<file path="config.mk">
export PLATFORM = sky130hd
export DESIGN_NAME = rsc_top
export DESIGN_NICKNAME = d
export VERILOG_FILES = /design/src/rsc_pkg.sv /design/src/rsc_top.sv
export SDC_FILE = /design/constraint.sdc
export NUM_CORES = 1
export LEC_CHECK = 0
export BUFFER_PORTS_ARGS = -buffer_cell sky130_fd_sc_hd__buf_2
export CORE_MARGIN = 4
export CORE_UTILIZATION = 53
export CTS_CLUSTER_DIAMETER = 100
export CTS_CLUSTER_SIZE = 24
export DETAILED_ROUTE_END_ITERATION = 8
export PLACE_DENSITY = 0.8
export SLEW_MARGIN = 40
export SYNTH_ARGS = -nofsm -noshare
export SYNTH_HDL_FRONTEND = slang
export SYNTH_SLANG_ARGS = --single-unit
</file>
<file path="constraint.sdc">
create_clock -name mclk -period 3.1 [get_ports mclk]
set_input_delay 0.465 -clock mclk [delete_from_list [all_inputs] [get_ports mclk]]
set_output_delay 0.465 -clock mclk [all_outputs]
set_load 0.005 [all_outputs]
</file>
<file path="src/rsc_pkg.sv">
// Package of constants and types for the reset source combiner
package rsc_pkg;

    // ------------------------------------------------------------
    // Register map (byte addresses, one word each)
    // ------------------------------------------------------------
    localparam logic [7:0] OFF_CAUSE = 8'h00;   // Reset cause flags
    localparam logic [7:0] OFF_CTRL = 8'h04;    // Detector enables
    localparam logic [7:0] OFF_INT_STAT = 8'h08; // Sticky events, read clears
    localparam logic [7:0] OFF_INT_MASK = 8'h0c; // Interrupt mask
    localparam logic [7:0] OFF_STATE = 8'h10;   // Live reset state

    // ------------------------------------------------------------
    // Field positions
    // ------------------------------------------------------------
    localparam int BIT_POR = 0;     // Power-on flag
    localparam int BIT_EXT = 1;     // External pin flag
    localparam int BIT_BOD = 2;     // Brown-out flag
    localparam int BIT_WDT = 3;     // Watchdog flag
    localparam int BIT_SCAN = 4;    // Scan-chain flag
    localparam int NUM_SRC = 5;     // Number of reset sources
    localparam int BIT_WDT_EN = 0;  // Control: watchdog enable
    localparam int BIT_BOD_EN = 1;  // Control: brown-out enable

    // ------------------------------------------------------------
    // Reset values
    // ------------------------------------------------------------
    localparam logic [4:0] CAUSE_RST = 5'h00;
    localparam logic [1:0] CTRL_RST = 2'h0;
    localparam logic [4:0] MASK_RST = 5'h00;

    // ------------------------------------------------------------
    // Timing
    // ------------------------------------------------------------
    localparam int CLK_MHZ = 125;                 // mclk rate
    localparam int EXT_MIN_PULSE_NS = 1500;       // Least pin pulse
    localparam int EXT_MIN_CYC = (EXT_MIN_PULSE_NS * CLK_MHZ + 999) / 1000;
    localparam int STARTUP_SHORT_US = 4100;       // Short start-up time
    localparam int STARTUP_LONG_US = 65000;       // Long start-up time
    localparam int STARTUP_SHORT_CYC = STARTUP_SHORT_US * CLK_MHZ;
    localparam int STARTUP_LONG_CYC = STARTUP_LONG_US * CLK_MHZ;
    localparam int CNT_W = 24;                    // Stretch counter width

    // ------------------------------------------------------------
    // Bus and source carriers
    // ------------------------------------------------------------
    typedef struct packed {
        logic valid;        // Transfer pending in data phase
        logic write;        // Direction
        logic [7:0] addr;   // Low byte of the address
    } rsc_aphase_t;

    typedef struct packed {
        logic scan;         // Scan-chain reset
        logic wdt;          // Watchdog pulse
        logic bod;          // Qualified brown-out
        logic ext;          // Filtered pin reset
        logic por;          // Power-on
    } rsc_src_t;

endpackage : rsc_pkg

</file>
<file path="src/rsc_top.sv">
// Reset source combiner with cause flags and AHB-Lite register slave
//
// How it works
// - Reset clears I/O state, restarts at vector
// - I/O ports reset instantly on power-on, scan or brown-out, needing no clock; pin and watchdog wait for a clock edge
// - Stretch internal reset by fuse-selected delay
// - Five reset sources, any one resets
// - Hold reset while supply below power-on threshold
// - Low pin longer than minimum pulse resets
// - Watchdog expiry resets only when enabled
// - Brown-out resets only when detector enabled
// - Scan-chain reset bit holds reset
// - Watchdog reset pulse lasts one clock
// - Delay starts at watchdog pulse falling edge
// - Bit 4 scan flag, cleared by POR/zero
// - Bit 3 watchdog flag, cleared by POR/zero
// - Bit 2 brown-out flag, cleared by POR/zero
// - Bit 1 pin flag, cleared by POR/zero
// - Bit 0 power-on flag, cleared only by zero
`timescale 1ns/10ps
module rsc_top #(
    parameter int STARTUP_SHORT = rsc_pkg::STARTUP_SHORT_CYC, // Short stretch cycles
    parameter int STARTUP_LONG = rsc_pkg::STARTUP_LONG_CYC,   // Long stretch cycles
    parameter int EXT_MIN = rsc_pkg::EXT_MIN_CYC              // Pin filter cycles
) (
    input wire logic mclk,                  // System clock, 125 MHz
    input wire logic nrst,                  // Bus reset, active low
    input wire logic hsel,                  // AHB select
    input wire logic [31:0] haddr,          // AHB address
    input wire logic [1:0] htrans,          // AHB transfer type
    input wire logic hwrite,                // AHB direction
    input wire logic [2:0] hsize,           // AHB size
    input wire logic [31:0] hwdata,         // AHB write data
    input wire logic hready,                // AHB bus ready
    output logic hreadyout,                 // AHB slave ready
    output logic [31:0] hrdata,             // AHB read data
    output logic hresp,                     // AHB response
    input wire logic power_low,             // Supply below power-on threshold
    input wire logic ext_reset_n,           // External reset pin
    input wire logic wdt_expire,            // Watchdog period expired
    input wire logic supply_brownout,       // Supply below brown-out threshold
    input wire logic scan_reset_bit,        // Scan-chain reset register bit
    input wire logic [3:0] clock_select_fuses, // Start-up time selection
    output logic io_port_reset,             // I/O ports held in reset
    output logic core_reset,                // Stretched internal reset
    output logic fetch_reset_vector,        // One-cycle restart pulse
    output logic irq                        // Interrupt, level
);

    // ------------------------------------------------------------
    // Reset synchroniser
    // ------------------------------------------------------------
    logic rst_meta_q;   // First stage, read only by second
    logic rst_sync_q;   // Released reset used by the design

    // Release is synchronised; assertion stays asynchronous
    always_ff @(posedge mclk or negedge nrst) begin
        if (!nrst) begin
            rst_meta_q <= 1'b0;
            rst_sync_q <= 1'b0;
        end else begin
            rst_meta_q <= 1'b1;
            rst_sync_q <= rst_meta_q;
        end
    end

    // ------------------------------------------------------------
    // Register state
    // ------------------------------------------------------------
    logic [4:0] cause_q;        // Reset cause flags
    logic [1:0] ctrl_q;         // Detector enables
    logic [4:0] int_stat_q;     // Sticky events
    logic [4:0] int_mask_q;     // Event mask
    rsc_pkg::rsc_aphase_t aph_q; // Captured address phase
    rsc_pkg::rsc_src_t src;     // Qualified sources
    logic [4:0] src_vec;        // Sources as a vector
    logic [4:0] src_prev_q;     // Sources one cycle ago
    logic [4:0] src_rise;       // New source events

    // ------------------------------------------------------------
    // Source qualification
    // ------------------------------------------------------------
    logic [15:0] ext_cnt_q;     // Pin low duration
    logic ext_valid;            // Pin low long enough
    logic wdt_pulse_q;          // One-cycle watchdog reset
    logic wdt_prev_q;           // Previous expire level

    // Pin must stay low past the minimum pulse before it counts
    always_ff @(posedge mclk or negedge rst_sync_q) begin
        if (!rst_sync_q) begin
            ext_cnt_q <= 16'h0000;
        end else if (ext_reset_n) begin
            ext_cnt_q <= 16'h0000;
        end else if (ext_cnt_q != 16'(EXT_MIN)) begin
            ext_cnt_q <= ext_cnt_q + 16'h0001;
        end
    end

    assign ext_valid = (ext_cnt_q == 16'(EXT_MIN));

    // Expiry edge yields a single clock of reset, only if enabled
    always_ff @(posedge mclk or negedge rst_sync_q) begin
        if (!rst_sync_q) begin
            wdt_prev_q <= 1'b0;
            wdt_pulse_q <= 1'b0;
        end else begin
            wdt_prev_q <= wdt_expire;
            wdt_pulse_q <= wdt_expire && !wdt_prev_q
                           && ctrl_q[rsc_pkg::BIT_WDT_EN];
        end
    end

    // Gather the five sources
    always_comb begin
        src.por = power_low;
        src.ext = ext_valid;
        src.wdt = wdt_pulse_q;
        src.bod = supply_brownout && ctrl_q[rsc_pkg::BIT_BOD_EN];
        src.scan = scan_reset_bit;
    end

    assign src_vec = src;

    // ------------------------------------------------------------
    // Reset stretching
    // ------------------------------------------------------------
    logic any_src;                      // OR of all sources
    logic [rsc_pkg::CNT_W-1:0] stretch_q; // Cycles since last release
    logic [rsc_pkg::CNT_W-1:0] stretch_end; // Selected time-out
    logic core_reset_q;                 // Internal reset level
    logic fetch_q;                      // Restart pulse
    logic io_hold_q;                    // I/O reset level
    logic async_src;                    // Level sources that need no clock

    assign any_src = |src_vec;

    // Fuse value picks short or long start-up time
    assign stretch_end = clock_select_fuses[0] ?
        rsc_pkg::CNT_W'(STARTUP_LONG) : rsc_pkg::CNT_W'(STARTUP_SHORT);

    // Count restarts while any source is active, so the delay begins only
    // when the last source releases (watchdog: at its pulse falling edge)
    always_ff @(posedge mclk or negedge rst_sync_q) begin
        if (!rst_sync_q) begin
            stretch_q <= '0;
            core_reset_q <= 1'b1;
            fetch_q <= 1'b0;
        end else if (any_src) begin
            stretch_q <= '0;
            core_reset_q <= 1'b1;
            fetch_q <= 1'b0;
        end else if (core_reset_q) begin
            if (stretch_q >= stretch_end - 1'b1) begin
                core_reset_q <= 1'b0;
                fetch_q <= 1'b1;
            end else begin
                stretch_q <= stretch_q + 1'b1;
            end
        end else begin
            fetch_q <= 1'b0;
        end
    end

    // Supply and scan levels reach the I/O hold without a clock edge;
    // the flop is set asynchronously so a dead clock cannot delay it
    assign async_src = power_low || scan_reset_bit
                       || (supply_brownout && ctrl_q[rsc_pkg::BIT_BOD_EN]);

    always_ff @(posedge mclk or posedge async_src) begin
        if (async_src) begin
            io_hold_q <= 1'b1;
        end else begin
            io_hold_q <= any_src || core_reset_q;
        end
    end

    // ------------------------------------------------------------
    // Cause flags
    // ------------------------------------------------------------
    logic cause_wr;             // Write to the cause register
    logic [4:0] cause_keep;     // Written-zero bits clear, ones keep

    always_ff @(posedge mclk or negedge rst_sync_q) begin
        if (!rst_sync_q) begin
            src_prev_q <= 5'h00;
        end else begin
            src_prev_q <= src_vec;
        end
    end

    assign src_rise = src_vec & ~src_prev_q;
    assign cause_wr = aph_q.valid && aph_q.write && (aph_q.addr == rsc_pkg::OFF_CAUSE);
    assign cause_keep = cause_wr ? hwdata[4:0] : 5'h1f;

    // Power-on clears the other flags; any set wins over a clear
    always_ff @(posedge mclk or negedge rst_sync_q) begin
        if (!rst_sync_q) begin
            cause_q <= rsc_pkg::CAUSE_RST;
        end else begin
            cause_q[rsc_pkg::BIT_POR] <= src.por
                || (cause_q[rsc_pkg::BIT_POR] && cause_keep[rsc_pkg::BIT_POR]);
            cause_q[rsc_pkg::BIT_EXT] <= src.ext
                || (!src.por && cause_q[rsc_pkg::BIT_EXT]
                    && cause_keep[rsc_pkg::BIT_EXT]);
            cause_q[rsc_pkg::BIT_BOD] <= src.bod
                || (!src.por && cause_q[rsc_pkg::BIT_BOD]
                    && cause_keep[rsc_pkg::BIT_BOD]);
            cause_q[rsc_pkg::BIT_WDT] <= src.wdt
                || (!src.por && cause_q[rsc_pkg::BIT_WDT]
                    && cause_keep[rsc_pkg::BIT_WDT]);
            cause_q[rsc_pkg::BIT_SCAN] <= src.scan
                || (!src.por && cause_q[rsc_pkg::BIT_SCAN]
                    && cause_keep[rsc_pkg::BIT_SCAN]);
        end
    end

    // ------------------------------------------------------------
    // AHB-Lite slave
    // ------------------------------------------------------------
    logic aph_take;             // Address phase accepted this edge
    logic [31:0] rd_mux;        // Read value selected by address
    logic int_rd;               // Read of interrupt status
    logic [31:0] hrdata_q;      // Registered read data
    logic hreadyout_q;          // Always ready after reset
    logic irq_q;                // Interrupt level

    assign aph_take = hsel && htrans[1] && hready;

    // Capture the address phase for the data phase that follows
    always_ff @(posedge mclk or negedge rst_sync_q) begin
        if (!rst_sync_q) begin
            aph_q <= '0;
            hreadyout_q <= 1'b0;
        end else begin
            hreadyout_q <= 1'b1;
            if (hready) begin
                aph_q.valid <= aph_take;
                aph_q.write <= hwrite;
                aph_q.addr <= haddr[7:0];
            end
        end
    end

    // Read data is chosen in the address phase so it comes from a flop;
    // unmapped words read zero and still answer OKAY
    always_comb begin
        rd_mux = 32'h0000_0000;
        case (haddr[7:0])
            rsc_pkg::OFF_CAUSE: rd_mux[4:0] = cause_q;
            rsc_pkg::OFF_CTRL: rd_mux[1:0] = ctrl_q;
            rsc_pkg::OFF_INT_STAT: rd_mux[4:0] = int_stat_q;
            rsc_pkg::OFF_INT_MASK: rd_mux[4:0] = int_mask_q;
            rsc_pkg::OFF_STATE: rd_mux[2:0] = {any_src, io_hold_q, core_reset_q};
            default: rd_mux = 32'h0000_0000;
        endcase
    end

    always_ff @(posedge mclk or negedge rst_sync_q) begin
        if (!rst_sync_q) begin
            hrdata_q <= 32'h0000_0000;
        end else if (aph_take && !hwrite) begin
            hrdata_q <= rd_mux;
        end
    end

    assign int_rd = aph_take && !hwrite && (haddr[7:0] == rsc_pkg::OFF_INT_STAT);

    // Control and mask writes in the data phase
    always_ff @(posedge mclk or negedge rst_sync_q) begin
        if (!rst_sync_q) begin
            ctrl_q <= rsc_pkg::CTRL_RST;
            int_mask_q <= rsc_pkg::MASK_RST;
        end else if (aph_q.valid && aph_q.write) begin
            if (aph_q.addr == rsc_pkg::OFF_CTRL) begin
                ctrl_q <= hwdata[1:0];
            end
            if (aph_q.addr == rsc_pkg::OFF_INT_MASK) begin
                int_mask_q <= hwdata[4:0];
            end
        end
    end

    // ------------------------------------------------------------
    // Interrupts
    // ------------------------------------------------------------
    // Each new source sets a sticky bit; a read clears, new events win
    always_ff @(posedge mclk or negedge rst_sync_q) begin
        if (!rst_sync_q) begin
            int_stat_q <= 5'h00;
        end else if (int_rd) begin
            int_stat_q <= src_rise;
        end else begin
            int_stat_q <= int_stat_q | src_rise;
        end
    end

    always_ff @(posedge mclk or negedge rst_sync_q) begin
        if (!rst_sync_q) begin
            irq_q <= 1'b0;
        end else begin
            irq_q <= |(int_stat_q & int_mask_q);
        end
    end

    // ------------------------------------------------------------
    // Outputs
    // ------------------------------------------------------------
    assign hreadyout = hreadyout_q;
    assign hrdata = hrdata_q;
    assign hresp = 1'b0;
    assign io_port_reset = io_hold_q;
    assign core_reset = core_reset_q;
    assign fetch_reset_vector = fetch_q;
    assign irq = irq_q;

endmodule : rsc_top
</file>
# ---- After elaboration in Yosys (flattened, before gate mapping)
# Cells that the tools add are included.
dict set report word_totals {
  register_bits 86
  latch_bits 0
  ramBits 0
  mem_bits_ro 0
  input_bits 83
  output_inout_bits 38
  wordCells 93
  mem_count 0
}
dict set report classes {
  n_addsub 3
  n_mul 0
  div 0
  order_cmp 1
  n_eq_ne 10
  shift 0
  n_mux 17
  n_bitwise 4
  n_reduce_logical 38
}
# cell count
set ops {}
lappend ops {{2-to-1 mux 24 bit} 3}
lappend ops {{2-to-1 mux 16 bit} 2}
lappend ops {{adder 24 x 1 -> 24 bit, second input constant} 1}
lappend ops {{== test 8 x 4 -> 1 bit, second input constant} 3}
lappend ops {{greater-or-equal comparator 24 bit} 1}
lappend ops {{subtractor 23 x 1 -> 24 bit, second input constant} 1}
lappend ops {{2-to-1 mux 23 bit} 1}
lappend ops {{logical AND 1 bit} 18}
lappend ops {{adder 16 x 1 -> 16 bit, second input constant} 1}
lappend ops {{== test 16 x 8 -> 1 bit, second input constant} 1}
lappend ops {{== test 8 x 3 -> 1 bit, second input constant} 2}
lappend ops {{zero test 8 bit} 2}
lappend ops {{inequality test 16 x 8 -> 1 bit, second input constant} 1}
lappend ops {{AND 5 bit} 2}
lappend ops {{2-to-1 mux 5 bit} 2}
lappend ops {{case mux 2 bit (5 select lines)} 1}
lappend ops {{OR reduction 5 bit} 2}
lappend ops {{== test 8 x 5 -> 1 bit, second input constant} 1}
lappend ops {{logical OR 1 bit} 8}
lappend ops {{2-to-1 mux 1 bit} 6}
lappend ops {{case mux 2 bit (3 select lines)} 1}
lappend ops {{AND reduction 2 bit} 3}
lappend ops {{NOT 5 bit} 1}
lappend ops {{bitwise OR 5 bit} 1}
lappend ops {{other kinds (5)} 8}

# ---- Longest topological paths before layout
dict set report logic_depth {
  word_depth 6
  depth_mapped 8
  depth_no_buf 7
}

# ---- Least setup slack after synthesis
# OpenSTA, ideal clock, no wires.
dict set report synth_timing {
  kind {input to register}
  from {input clock_select_fuses[0]}
  to {register stretch_q[10] in the netlist's numbering}
  setup_ps 79
  t_arrival_ps 2288
  t_required_ps 3021
  setup_slack_ps 732
  stages 8
  n_path_buf 1
  cell_sequence {inv_1 -> ha_1 -> a2111oi_2 -> o21a_1 -> o21ai_1 -> buf_2 -> a211oi_1 -> mux2i_1}
}
dict set report synth_via {
  elab_chain_cells 5
}
# element line_no
set synth_lines {}
lappend synth_lines {{start: declaration} rsc_top.sv:43} ;# input wire logic [3:0] clock_select_fuses,
lappend synth_lines {{2-to-1 mux 23 bit} rsc_top.sv:138} ;# assign stretch_end = clock_select_fuses[0] ?
lappend synth_lines {{subtractor 23 x 1 -> 24 bit} rsc_top.sv:153} ;# if (stretch_q >= stretch_end - 1'b1) begin
lappend synth_lines {{greater-or-equal comparator 24 bit} rsc_top.sv:153}
lappend synth_lines {{inequality test 2 bit (no source line)} --}
lappend synth_lines {{AND reduction 2 bit (no source line)} --}
lappend synth_lines {{end signal: assignment} rsc_top.sv:157} ;# stretch_q <= stretch_q + 1'b1;
lappend synth_lines {{end: declaration} rsc_top.sv:128} ;# logic [rsc_pkg::CNT_W-1:0] stretch_q;
# No other way between the ends.
# A chain may end at the register's enable or synchronous reset.

# ---- Worst setup path in the final report
dict set report layout_timing {
  from {input clock_select_fuses[0]}
  to {register stretch_q[18] in the netlist's numbering}
}
# Same word-level chain as after synthesis.

==> run metrics <==
run status finished, final reports clean; number of buffers on the longest clock path 2; total negative slack for setup checks 0 ps; nets@finish 592; worst hold slack across all endpoints 221.4 ps; slowest cell on the critical path sky130_fd_sc_hd__a2111oi_2; clock tree from TritonCTS yes; maximum clock frequency 402.8 MHz; Routed WL 9404 µm; total of max-cap violations 0; fraction of final layout cells with drive strength greater than 1 17.87%; Die Outline Area 0.01040 mm²; num rows 34; class of the most critical hold timing path in2reg; Final Cell Area 0.005125 mm²; top cell family by delay on the critical path compound AO/OA/AOI/OAI gates; startpoint type of the worst setup path input pin; Slew Limit Fails 0; effective utilization at floorplan 54.20%; RSZ-0062 raised after global routing false; number of buffers added by the clock tree synthesis step 9; worst setup path category in2reg; end-of-flow core utilization 59.35%; crit path time final 2483 ps; global-route congestion overflow total 0; biggest area contributors in the synthesized netlist sky130_fd_sc_hd__dfrtp_1 (45%), sky130_fd_sc_hd__buf_4 (4.5%), sky130_fd_sc_hd__mux2i_1 (4.5%), sky130_fd_sc_hd__ha_1 (4.3%), sky130_fd_sc_hd__nand2_1 (4.3%); number of levels the H-tree was split into 3; Critical Path, Cell by Cell buf_2 -> inv_1 -> ha_1 -> a211oi_1 -> o211a_1 -> nand4_1 -> a2111oi_2 -> mux2i_1; antenna cells 0; Placed Instances just under 600; synthesized area per cell slightly above 10 µm²; combined buffer and inverter count along the critical path 2; Routed Antenna Nets 0; number of remaining DRC errors 0; vias in the first global route 3492; I/O pin cnt 121; post-synthesis instance area 0.004681 mm²; Via-to-Cell Ratio between 5 and 6; filler instances around 710; Max-slew headroom 55.41%; Area after DPL around 0.0049 mm²; area fraction of the dominant cell type after synthesis approximately 45%; standard cell core area 0.008636 mm²; leakage power summed over all cells around 0.0022 µW; master cell of the clock root buffer sky130_fd_sc_hd__clkbuf_8; Final Non-Filler Cells 606; CTS clk-pin slew, worst paths 90 ps; global-route total usage across every layer between 10% and 20%; worst skew pair latency 360 ps; number of warnings issued by yosys 0; post-detail-place hpwl 6763 µm; final setup violating endpoints 0; total clock sinks 86; arrival time at the worst endpoint 2770 ps; Cells after Synth ~460; global placement routability congestion 0.8286; number of synthesized flops with an enable pin 0; antenna violations before repair 0; number of iterations in the first detailed-routing pass 4; Post-CTS Repair Setup Buffers 0; overall die width around 100 µm; total via count after detailed routing 3438; worst-path maximum fanout 8; Yosys cell types 57; power density of the placed cells 434.3 mW/mm²; post-cts hold buffer count 1; mean routed wirelength per cell between 15 and 20 µm; proportion of synthesized chip area in sequential cells 46.03%; input/output buffers 34; vertical die dimension 102.0 µm; biggest cell delay along the critical path 490 ps; first-pass GRT wire length 16220 µm; flops & latches, synth 86; slew at the pin closest to its max-slew limit 668.9 ps; final count of hold timing violations 0; fin crit share 80.09%; clock tree skew after final layout 14.87 ps; Crit path required time 3390 ps; largest net degree at the start of global routing 31; flip-flop cell with the highest count after synthesis sky130_fd_sc_hd__dfrtp_1; element type at the critical path end flop; number of resized instances in the post-cts repair step 0; worst vdd ir 0.2305 mV; DRT iter0 DRCs 120; Synth async-reset ratio 100.0%; cell taking the most area after synthesis sky130_fd_sc_hd__dfrtp_1; Area Growth Syn to Fin 9.490%
## synth_stat cells, types with 4 or more instances
| library cell | n |
|---|---|
| sky130_fd_sc_hd__ha_1 | 16 |
| sky130_fd_sc_hd__nand2b_1 | 18 |
| sky130_fd_sc_hd__a21oi_1 | 11 |
| sky130_fd_sc_hd__nor2_1 | 25 |
| sky130_fd_sc_hd__nor3_1 | 7 |
| sky130_fd_sc_hd__and3_1 | 7 |
| sky130_fd_sc_hd__mux2i_1 | 21 |
| sky130_fd_sc_hd__o21ai_0 | 15 |
| sky130_fd_sc_hd__o31ai_1 | 6 |
| sky130_fd_sc_hd__nand3_1 | 16 |
| sky130_fd_sc_hd__xor2_1 | 8 |
| sky130_fd_sc_hd__or4_1 | 5 |
| sky130_fd_sc_hd__xnor2_1 | 5 |
| sky130_fd_sc_hd__dfrtp_1 | 84 |
| sky130_fd_sc_hd__clkbuf_1 | 8 |
| sky130_fd_sc_hd__inv_1 | 18 |
| sky130_fd_sc_hd__nand4_1 | 12 |
| sky130_fd_sc_hd__buf_2 | 5 |
| sky130_fd_sc_hd__nand2_1 | 53 |
| sky130_fd_sc_hd__a211oi_1 | 12 |
| sky130_fd_sc_hd__buf_4 | 28 |
| sky130_fd_sc_hd__mux2_2 | 16 |
| sky130_fd_sc_hd__nor2b_1 | 4 |
## state kept, by name (all words and copies together) (netlist names), 2 cells and up
register / flops
stretch_q: 24
ext_cnt_q: 16
int_mask_q: 5
aph_q: 10
int_stat_q: 5
src_prev_q: 5
ctrl_q: 2
hrdata: 5
cause_q: 5
## per-stage QoR
step / setup WS (ps) / total power (µW)
CTS: 630.3 / 2248
global route: 379.8 / 2330
detailed placement: 247.4 / 1361
global placement: 277.9 / 1345
floorplan: 559.0 / 1322
finish: 617.4 / 2226
## metal layers
layer / part of all wire, % / routed length [µm] / up-vias / global-route usage, %
li1: - / - / 1645 / -
met1: 44 / 4151 / 1707 / 25.69
met2: 51 / 4758 / 78 / 33.23
met3: 4.2 / 394 / 8 / 3.686
met4: 1.1 / 99 / 0 / 5.045
met5: 0 / 0 / - / 0
## cell usage in the layout (no fill, tap or decap), types with 4 or more instances in the layout
master                      n
sky130_fd_sc_hd__inv_1     18
sky130_fd_sc_hd__mux2i_1   21
sky130_fd_sc_hd__xnor2_1    5
sky130_fd_sc_hd__nand2_1   53
sky130_fd_sc_hd__buf_2     34
sky130_fd_sc_hd__o21ai_0   15
sky130_fd_sc_hd__ha_1      16
sky130_fd_sc_hd__nor2_1    25
sky130_fd_sc_hd__xor2_1     8
sky130_fd_sc_hd__clkbuf_8   9
sky130_fd_sc_hd__nand2b_1  18
sky130_fd_sc_hd__a211oi_1  12
sky130_fd_sc_hd__dfrtp_1   83
sky130_fd_sc_hd__o31ai_1    6
sky130_fd_sc_hd__or4_1      5
sky130_fd_sc_hd__a21oi_1   11
sky130_fd_sc_hd__nor2b_1    4
sky130_fd_sc_hd__conb_1    30
sky130_fd_sc_hd__nand4_1   12
sky130_fd_sc_hd__and3_1     7
sky130_fd_sc_hd__nor3_1     7
sky130_fd_sc_hd__nand3_1   16
sky130_fd_sc_hd__mux2_2    16
## power breakdown
group	leakage [µW]	internal [µW]	switching [µW]
combinational	0.00103	66.0	91.6
clock	0.000107	460	426
sequential	0.00109	1150	28.2
## final timing paths
kind	to	slack, ps	cells after the start	start
worst max-delay path	stretch_q[18]	620	8	clock_select_fuses[0]
worst min-delay path	wdt_prev_q	220	1	wdt_expire
worst max register to register	stretch_q[18]	710	6	stretch_q[22]
worst min register to register	stretch_q[16]	240	0	rst_sync_q
max in group asynchronous	src_prev_q[3]	2160	2	rst_sync_q
min in group asynchronous	stretch_q[16]	240	0	rst_sync_q
## worst register-to-register path, stage by stage, from the launching register on
cell and delay (ps):
sky130_fd_sc_hd__dfrtp_1 410, sky130_fd_sc_hd__ha_1 320, sky130_fd_sc_hd__a211oi_1 260, sky130_fd_sc_hd__o211a_1 250
sky130_fd_sc_hd__nand4_1 360, sky130_fd_sc_hd__a2111oi_2 490, sky130_fd_sc_hd__mux2i_1 230
## logic make-up after synthesis
family / count (synthesis) / synth area share, %
compound gates: 68 / 10.42
xor+xnor: 13 / 2.433
fa+ha+maj: 16 / 4.277
buf+inv: 62 / 7.671
flops: 86 / 46.03
mux: 39 / 9.302
other cells: 2 / 0.1604
simple gates: 171 / 19.70
## final cells by class
type	instances	area, µm²	area share, %
sequential	86	2158	42.11
timing repair buffer	41	262.8	5.127
clock buffer	10	127.6	2.490
multi-input combinational	337	2280	44.48
tap	108	135.1	2.637
inverter	18	67.56	1.318
clock inverter	6	93.84	1.831
No activity file was read; power rests on OpenSTA's default activity.
